===== config.mk =====
export PLATFORM = sky130hd
export DESIGN_NAME = epi_unit
export DESIGN_NICKNAME = d
export VERILOG_FILES = /design/src/epi_pkg.sv /design/src/epi_unit.sv
export SDC_FILE = /design/constraint.sdc
export NUM_CORES = 1
export LEC_CHECK = 0
export BUFFER_PORTS_ARGS = -buffer_cell sky130_fd_sc_hd__buf_2
export CAP_MARGIN = 20
export CORE_AREA = 2 2 106 67
export DETAILED_ROUTE_END_ITERATION = 12
export DIE_AREA = 0 0 108 69
export SLEW_MARGIN = 10
export SYNTH_ARGS = -nofsm -noshare
export SYNTH_HDL_FRONTEND = slang
export SYNTH_SLANG_ARGS = --single-unit

===== constraint.sdc =====
create_clock -name clk -period 4.4 [get_ports clk]
set_input_delay 0.22 -clock clk [delete_from_list [all_inputs] [get_ports clk]]
set_output_delay 0.22 -clock clk [all_outputs]
set_load 0.01 [all_outputs]

===== src/epi_pkg.sv =====
// Package for the external pin interrupt unit: offsets, fields, resets, carriers
package epi_pkg;
   // Register byte addresses (no offsets printed, chosen locally)
   localparam logic [3:0] ADDR_SENSE_CONTROL = 4'h0;
   localparam logic [3:0] ADDR_ENABLE_MASK = 4'h4;
   localparam logic [3:0] ADDR_PENDING_FLAGS = 4'h8;
   localparam logic [3:0] ADDR_GLOBAL_ENABLE = 4'hc;
   localparam logic [3:0] ADDR_IRQ_STATUS = 4'h0;
   localparam logic [3:0] ADDR_IRQ_MASK = 4'h4;
   localparam logic [1:0] ADDR_PAGE_CORE = 2'h0;
   localparam logic [1:0] ADDR_PAGE_SYS = 2'h1;

   // Field positions
   localparam int CH0_SENSE_LSB = 0;
   localparam int CH1_SENSE_LSB = 2;
   localparam int NUM_CH = 2;

   // Reset values
   localparam logic [3:0] RST_SENSE = 4'h0;
   localparam logic [1:0] RST_MASK = 2'h0;
   localparam logic [1:0] RST_FLAGS = 2'h0;
   localparam logic RST_GLOBAL = 1'h0;

   // AXI responses
   localparam logic [1:0] RESP_OKAY = 2'h0;
   localparam logic [1:0] RESP_SLVERR = 2'h2;

   typedef enum logic [1:0] {
      SENSE_LOW_LEVEL = 2'h0,
      SENSE_ANY_CHANGE = 2'h1,
      SENSE_FALLING = 2'h2,
      SENSE_RISING = 2'h3
   } epi_sense_e;

   typedef enum logic [1:0] {
      WR_IDLE = 2'h0,
      WR_HAVE_ADDR = 2'h1,
      WR_RESP = 2'h3,
      WR_HAVE_DATA = 2'h2
   } epi_wr_state_e;

   typedef struct packed {
      logic [5:0] awaddr;
      logic awvalid;
      logic [31:0] wdata;
      logic [3:0] wstrb;
      logic wvalid;
      logic bready;
      logic [5:0] araddr;
      logic arvalid;
      logic rready;
   } epi_axi_req_s;

   typedef struct packed {
      logic awready;
      logic wready;
      logic [1:0] bresp;
      logic bvalid;
      logic arready;
      logic [31:0] rdata;
      logic [1:0] rresp;
      logic rvalid;
   } epi_axi_rsp_s;

   typedef struct packed {
      logic [1:0] sync1;
      logic [1:0] sync2;
      logic [1:0] prev;
      logic prev_valid;
      logic [3:0] sense;
      logic [1:0] mask;
      logic [1:0] flags;
      logic global_en;
      logic [1:0] irq_status;
      logic [1:0] irq_mask;
      epi_wr_state_e wr_state;
      logic [5:0] wr_addr;
      logic [31:0] wr_data;
      logic [3:0] wr_strb;
      logic bvalid;
      logic [1:0] bresp;
      logic rvalid;
      logic [31:0] rdata;
      logic [1:0] rresp;
   } epi_state_s;
endpackage


===== src/epi_unit.sv =====
// External pin interrupt unit: two sense-selectable pin channels behind AXI4-Lite
// Functional notes
// - Channel 1 sense field bits 3:2: low, any change, falling, rising.
// - Channel 0 sense field bits 1:0 uses the same four-way encoding.
// - Pins are sampled on the clock; edges found by comparing samples.
// - Edge or change pulses longer than one clock always raise a request.
// - A channel reaches the core only with global and channel enables set; wake_req ignores global enable, irq ignores both.
// - Unused sense bits 7:4 and mask/flag bits 7:2 read zero.
// - Enable mask: bit 1 channel 1, bit 0 channel 0, read/write, reset 0.
// - Pin activity raises requests even when the pin is an output.
// - A triggering edge or change sets that channel's pending flag.
// - Flag set with both enables set signals the core for that channel.
// - Core acknowledge of a channel's routine clears its flag.
// - Writing one to a flag clears it; writing zero leaves it.
// - In low-level sense the flag reads zero; pin level drives the request.
// - Each channel has its own request output toward the core.
// - Edge detection needs the clock; no clock means no edge requests.
// - Low-level detection works without a clock for wake-up.
`timescale 1ns/1ps
`default_nettype none
module epi_unit (
   input wire logic clk,
   input wire logic rst,
   input wire logic ext_irq_pin_0,
   input wire logic ext_irq_pin_1,
   input wire logic [1:0] core_ack,
   input wire epi_pkg::epi_axi_req_s axi_req,
   output epi_pkg::epi_axi_rsp_s axi_rsp,
   output logic [1:0] core_irq_req,
   output logic [1:0] wake_req,
   output logic irq
);
   epi_pkg::epi_state_s s;
   epi_pkg::epi_state_s next_s;
   logic [1:0] pins;
   logic [1:0] trig;
   logic [1:0] low_mode;
   logic [1:0] flag_view;
   logic wr_fire;
   logic rd_fire;
   logic [5:0] rd_addr;
   logic wr_hit;

   assign pins = {ext_irq_pin_1, ext_irq_pin_0};

   // Per-channel trigger detection
   for (genvar ch = 0; ch < epi_pkg::NUM_CH; ch++) begin : g_ch
      epi_pkg::epi_sense_e mode;
      logic cur;
      logic old;
      assign mode = epi_pkg::epi_sense_e'(s.sense[2 * ch +: 2]);
      assign cur = s.sync2[ch];
      assign old = s.prev[ch];
      assign low_mode[ch] = (mode == epi_pkg::SENSE_LOW_LEVEL);
      always_comb begin
         // Samples only advance on clock edges, so edges need the clock
         trig[ch] = 1'b0;
         if (s.prev_valid) begin
            unique case (mode)
               epi_pkg::SENSE_LOW_LEVEL: trig[ch] = 1'b0;
               epi_pkg::SENSE_ANY_CHANGE: trig[ch] = cur ^ old;
               epi_pkg::SENSE_FALLING: trig[ch] = old & ~cur;
               epi_pkg::SENSE_RISING: trig[ch] = ~old & cur;
            endcase
         end
      end
      // Flag hidden in low-level mode; raw pin drives the request there
      assign flag_view[ch] = low_mode[ch] ? 1'b0 : s.flags[ch];
      assign core_irq_req[ch] = s.global_en & s.mask[ch] &
         (low_mode[ch] ? ~pins[ch] : s.flags[ch]);
      // Combinational from the pin so it works while the clock is stopped
      assign wake_req[ch] = s.mask[ch] & low_mode[ch] & ~pins[ch];
   end

   assign wr_fire = (s.wr_state == epi_pkg::WR_RESP) && !s.bvalid;
   assign rd_fire = axi_req.arvalid && !s.rvalid;
   assign rd_addr = axi_req.araddr;
   assign wr_hit = wr_fire && (s.wr_strb[0] == 1'b1);

   always_comb begin
      next_s = s;
      // Pins feed the synchroniser regardless of pin direction
      next_s.sync1 = pins;
      next_s.sync2 = s.sync1;
      next_s.prev = s.sync2;
      next_s.prev_valid = 1'b1;

      // Write channel: take address and data in either order
      unique case (s.wr_state)
         epi_pkg::WR_IDLE: begin
            if (axi_req.awvalid && axi_req.wvalid) begin
               next_s.wr_addr = axi_req.awaddr;
               next_s.wr_data = axi_req.wdata;
               next_s.wr_strb = axi_req.wstrb;
               next_s.wr_state = epi_pkg::WR_RESP;
            end else if (axi_req.awvalid) begin
               next_s.wr_addr = axi_req.awaddr;
               next_s.wr_state = epi_pkg::WR_HAVE_ADDR;
            end else if (axi_req.wvalid) begin
               next_s.wr_data = axi_req.wdata;
               next_s.wr_strb = axi_req.wstrb;
               next_s.wr_state = epi_pkg::WR_HAVE_DATA;
            end
         end
         epi_pkg::WR_HAVE_ADDR: begin
            if (axi_req.wvalid) begin
               next_s.wr_data = axi_req.wdata;
               next_s.wr_strb = axi_req.wstrb;
               next_s.wr_state = epi_pkg::WR_RESP;
            end
         end
         epi_pkg::WR_HAVE_DATA: begin
            if (axi_req.awvalid) begin
               next_s.wr_addr = axi_req.awaddr;
               next_s.wr_state = epi_pkg::WR_RESP;
            end
         end
         epi_pkg::WR_RESP: begin
            if (s.bvalid && axi_req.bready) begin
               next_s.bvalid = 1'b0;
               next_s.wr_state = epi_pkg::WR_IDLE;
            end
         end
      endcase

      // Flag clears first; new triggers below win over them
      next_s.flags = s.flags & ~core_ack;
      if (wr_fire) begin
         next_s.bvalid = 1'b1;
         next_s.bresp = epi_pkg::RESP_OKAY;
         if (s.wr_addr[5:4] == epi_pkg::ADDR_PAGE_CORE) begin
            unique case (s.wr_addr[3:0])
               epi_pkg::ADDR_SENSE_CONTROL:
                  if (wr_hit) next_s.sense = s.wr_data[3:0];
               epi_pkg::ADDR_ENABLE_MASK:
                  if (wr_hit) next_s.mask = s.wr_data[1:0];
               epi_pkg::ADDR_PENDING_FLAGS:
                  if (wr_hit) next_s.flags = next_s.flags & ~s.wr_data[1:0];
               epi_pkg::ADDR_GLOBAL_ENABLE:
                  if (wr_hit) next_s.global_en = s.wr_data[0];
               default: next_s.bresp = epi_pkg::RESP_SLVERR;
            endcase
         end else if (s.wr_addr[5:4] == epi_pkg::ADDR_PAGE_SYS &&
                      s.wr_addr[3:0] == epi_pkg::ADDR_IRQ_MASK) begin
            if (wr_hit) next_s.irq_mask = s.wr_data[1:0];
         end else if (s.wr_addr[5:4] == epi_pkg::ADDR_PAGE_SYS &&
                      s.wr_addr[3:0] == epi_pkg::ADDR_IRQ_STATUS) begin
            next_s.bresp = epi_pkg::RESP_OKAY;
         end else begin
            next_s.bresp = epi_pkg::RESP_SLVERR;
         end
      end
      // Low-level channels keep their flag clear
      next_s.flags = (next_s.flags | trig) & ~low_mode;

      // Read channel; status read clears its sticky bits
      if (s.rvalid && axi_req.rready) begin
         next_s.rvalid = 1'b0;
      end
      if (rd_fire) begin
         next_s.rvalid = 1'b1;
         next_s.rresp = epi_pkg::RESP_OKAY;
         next_s.rdata = 32'h0000_0000;
         if (rd_addr[5:4] == epi_pkg::ADDR_PAGE_CORE) begin
            unique case (rd_addr[3:0])
               epi_pkg::ADDR_SENSE_CONTROL: next_s.rdata[3:0] = s.sense;
               epi_pkg::ADDR_ENABLE_MASK: next_s.rdata[1:0] = s.mask;
               epi_pkg::ADDR_PENDING_FLAGS: next_s.rdata[1:0] = flag_view;
               epi_pkg::ADDR_GLOBAL_ENABLE: next_s.rdata[0] = s.global_en;
               default: next_s.rresp = epi_pkg::RESP_SLVERR;
            endcase
         end else if (rd_addr[5:4] == epi_pkg::ADDR_PAGE_SYS &&
                      rd_addr[3:0] == epi_pkg::ADDR_IRQ_STATUS) begin
            next_s.rdata[1:0] = s.irq_status;
            next_s.irq_status = 2'h0;
         end else if (rd_addr[5:4] == epi_pkg::ADDR_PAGE_SYS &&
                      rd_addr[3:0] == epi_pkg::ADDR_IRQ_MASK) begin
            next_s.rdata[1:0] = s.irq_mask;
         end else begin
            next_s.rresp = epi_pkg::RESP_SLVERR;
         end
      end
      // Set wins over the read clear
      next_s.irq_status = next_s.irq_status | trig;

      if (rst) begin
         next_s = '0;
         // Seed every sample stage from the pin so release shows no false edge
         next_s.sync1 = pins;
         next_s.sync2 = pins;
         next_s.prev = pins;
         next_s.sense = epi_pkg::RST_SENSE;
         next_s.mask = epi_pkg::RST_MASK;
         next_s.flags = epi_pkg::RST_FLAGS;
         next_s.global_en = epi_pkg::RST_GLOBAL;
         next_s.wr_state = epi_pkg::WR_IDLE;
      end
   end

   always_ff @(posedge clk) begin
      s <= next_s;
   end

   always_comb begin
      axi_rsp.awready = (s.wr_state == epi_pkg::WR_IDLE) ||
                        (s.wr_state == epi_pkg::WR_HAVE_DATA);
      axi_rsp.wready = (s.wr_state == epi_pkg::WR_IDLE) ||
                       (s.wr_state == epi_pkg::WR_HAVE_ADDR);
      axi_rsp.bvalid = s.bvalid;
      axi_rsp.bresp = s.bresp;
      axi_rsp.arready = !s.rvalid;
      axi_rsp.rvalid = s.rvalid;
      axi_rsp.rdata = s.rdata;
      axi_rsp.rresp = s.rresp;
   end

   assign irq = |(s.irq_status & s.irq_mask);
endmodule
`default_nettype wire


==> reports/metrics.csv <==
stage;metric;value;unit
floorplanning;IO Count;105;
timing;Hold Worst Slack;63.2;ps
timing;Hold Vio Cnt, Final;0;
detailed_routing;WL met3;251;um
detailed_routing;DR top layer;met4;
worst_setup_path;critical setup path kind;reg -> reg;
worst_setup_path;CP peak stage delay;460;ps
floorplanning;die width;108;um
global_routing;grt total ovfl;0;
global_routing;largest net degree at the start of global routing;40;
floorplanning;Die Ht;69;um
global_routing;antenna violations before repair;0;
cts;Longest Clk Path Bufs;2;
cells_and_area;FILL cells;696;
place;Port Buffers;43;
place;post-DP HPWL;3440;um
timing;RSZ-0062 raised after global routing;false;
cells_and_area;footprint of the multi-input gates;1150;um^2
cells_and_area;Final Util;37.6;%
worst_setup_path;crit start category;flip-flop;
hold_path;HP Start;ext_irq_pin_1;
place;GP Congestion;0.769;
yosys;Post-Syn Area;2230;um^2
pwr;Flop pwr share;45.2;%
hold_path;min-delay worst type;in -> reg;
worst_setup_path;slowest CP cell;nor4b_2;
worst_setup_path;CP bufs+invs;0;
cts;post_cts resized;0;
yosys;synth unique cells;44;
detailed_routing;Post-Route WL;4440;um
cts;Post-CTS Setup Bufs;0;
timing;Rel. slew slack;53.9;%
yosys;synth warn;0;
yosys;Synth top area share;36.9;%
yosys;synthesized area per cell;8.76;um^2
cts;root buf cell;clkbuf_8;
cts;clock latency on the worst-skew pair;290;ps
worst_setup_path;CP Max Fanout;6;
cts;CTS tree;done;
worst_setup_path;kind of end point of the critical path;flip-flop;
cells_and_area;commonest cells after routing, fill and taps aside;buf_2, dfxtp_1, conb_1;
worst_setup_path;flop2flop setup slack;2480;ps
detailed_routing;DR WL/cell;11.8;um
floorplanning;Starting Density;34.4;%
detailed_routing;DR pass1 iterations;4;
yosys;sequential area share after synthesis;36.9;%
floorplanning;die area;7450;um^2
detailed_routing;DRC;0;
job;max-cap viol count;0;
hold_path;Worst Hold Endpoint;s[101];
cts;clock-pin slew on the worst setup and hold paths;80;ps
worst_setup_path;CP top delay family;simple AND/OR/NAND/NOR gates;
global_routing;first-pass GRT wire length;7380;um
yosys;FF+latch count, synth;41;
pwr;clock power share;26.6;%
global_routing;vias in the first global route;1554;
floorplanning;row cnt;23;
worst_setup_path;CP Cell Sequence;ha_1, nor4b_2, nand3_1, mux2i_1, nor2_1;
pwr;Psw;0.319;mW
pwr;Pleak;1.19;nW
pwr;Switching Share;32.6;%
timing;Tmin final;1930;ps
worst_setup_path;Worst Path Arrival;2090;ps
yosys;Primary FF master, synth;dfxtp_1;
cts;hold_buf cts;0;
timing;Post-Route Skew;13.5;ps
cells_and_area;Syn-to-layout area delta;9.27;%
yosys;post-synthesis async set-or-reset flop share;0;%
timing;FMAX;0.519;GHz
cells_and_area;Final nets;356;
timing;Slew @ Worst Pin;686;ps
status;status;finished, final reports clean;
cells_and_area;Storage cell area;821;um^2
hold_path;hold depth;1;
pwr;peak supply drop;140;uV
yosys;post-synth top area cell;dfxtp_1;
cts;H-tree depth;2;
floorplanning;core area;6470;um^2
detailed_routing;mean number of vias per cell;4.50;
detailed_routing;wl on met1;2240;um
worst_setup_path;Worst EP required;4560;ps
yosys;Area contributors post-synth;dfxtp_1, buf_4, mux2i_1;
cells_and_area;ANT cells;0;
detailed_routing;Starting DRT DRC Count;62;
yosys;EDFF count, synth;0;
cts;TritonCTS Sinks;41;
global_routing;GRT Total Usage;12.3;%
detailed_routing;via count;1691;
timing;Slew Viols, Final;0;
pwr;internal power;0.659;mW
cells_and_area;fraction of layout cells with a size suffix above 1;20.4;%
detailed_routing;met2 wire length;1900;um
pwr;PwrDens;402;nW/um^2
timing;Final setup viols;0;
worst_setup_path;reg2reg start;s[80];
detailed_routing;Antenna Nets Post-Route;0;
cts;CTS buffer count;5;
timing;crit share post-route;43.8;%
worst_setup_path;worst reg2reg path depth;5;
worst_setup_path;Reg-to-Reg End;g_ch[1].mode[1];
timing;Final TNS setup;0;ps
yosys;Post-Synthesis Cells;254;
cells_and_area;commonest non-fill, non-tap cell in the layout;buf_2;
pwr;Logic pwr share;28.2;%
worst reg2reg max path: cells and delay by family, from the launching register on:
kind                     cells  cell delay, ps
adder cells (fa/ha/maj)      1             260
flip-flops                   1             390
multiplexers                 1             250
AND/OR/NAND/NOR              3             890
synth_stat cells (5+ instances only):
cell type	instances
mux2i_1	21
nor2b_1	7
nand2_1	16
a21oi_1	12
nor2_1	29
ha_1	9
inv_1	10
dfxtp_1	41
o21ai_0	11
nand2b_1	5
buf_4	41
how the worst max path moves through the flow:
stage	start	endpoint	slack [ps]	cells past startpoint
2_1_floorplan	s[80]	s[74]	2840	6
3_3_place_gp	s[80]	g_ch[0].mode[1]	2520	5
3_5_place_dp	s[80]	g_ch[0].mode[0]	2500	5
4_1_cts	s[80]	g_ch[1].mode[1]	2480	5
5_1_grt	s[80]	g_ch[1].mode[1]	2270	5
6_report	s[80]	g_ch[1].mode[1]	2480	5
layout make-up:
class                      count  share of cell area, %
clock inverter                 2                  0.566
multi-input combinational    187                   47.4
inverter                      10                   1.54
tap                           87                   4.48
sequential                    41                   33.7
timing repair buffer          43                   8.85
clock buffer                   6                   3.40
stage by stage:
stage	setup WS, ps	area (um^2)	cells	power (mW)
after detailed placement	2500	2340	368	0.727
after floorplan	2840	2330	283	0.676
after global routing	2270	2430	376	1.04
final	2480	2430	376	0.978
after global placement	2520	2340	368	0.717
after CTS	2480	2430	376	0.987
metal layers:
metal	vias to the layer above	track usage [%]
met5	-	0
met4	0	3.42
met3	4	3.50
met2	48	17.9
met1	772	17.8
li1	867	-
registers in the layout (all words and copies together) (netlist names), named ones only:
name	count
axi_rsp	8
s	24
g_ch.old	2
g_ch.mode	4
g_ch.cur	2
power by group through the flow:
stage,clock network [mW],logic [mW],registers (mW)
6_report,0.260,0.275,0.442
5_1_grt,0.283,0.310,0.449
4_1_cts,0.267,0.277,0.443
3_5_place_dp,0,0.275,0.451
3_3_place_gp,0,0.268,0.449
2_1_floorplan,0,0.235,0.441
logic make-up (layout without fill, tap and decap cells):
group                      after synthesis  count (layout)  share of synthesized area [%]
buffers and inverters                   55              61                           16.2
muxes                                   23              23                           10.5
DFF                                     41              41                           36.9
other                                    1              30                          0.168
and+or+nand+nor                         85              85                           20.0
adders and majority gates                9               9                           5.06
AOI/OAI and AO/OA                       40              40                           11.3
Power figures use the tool's default switching activity.
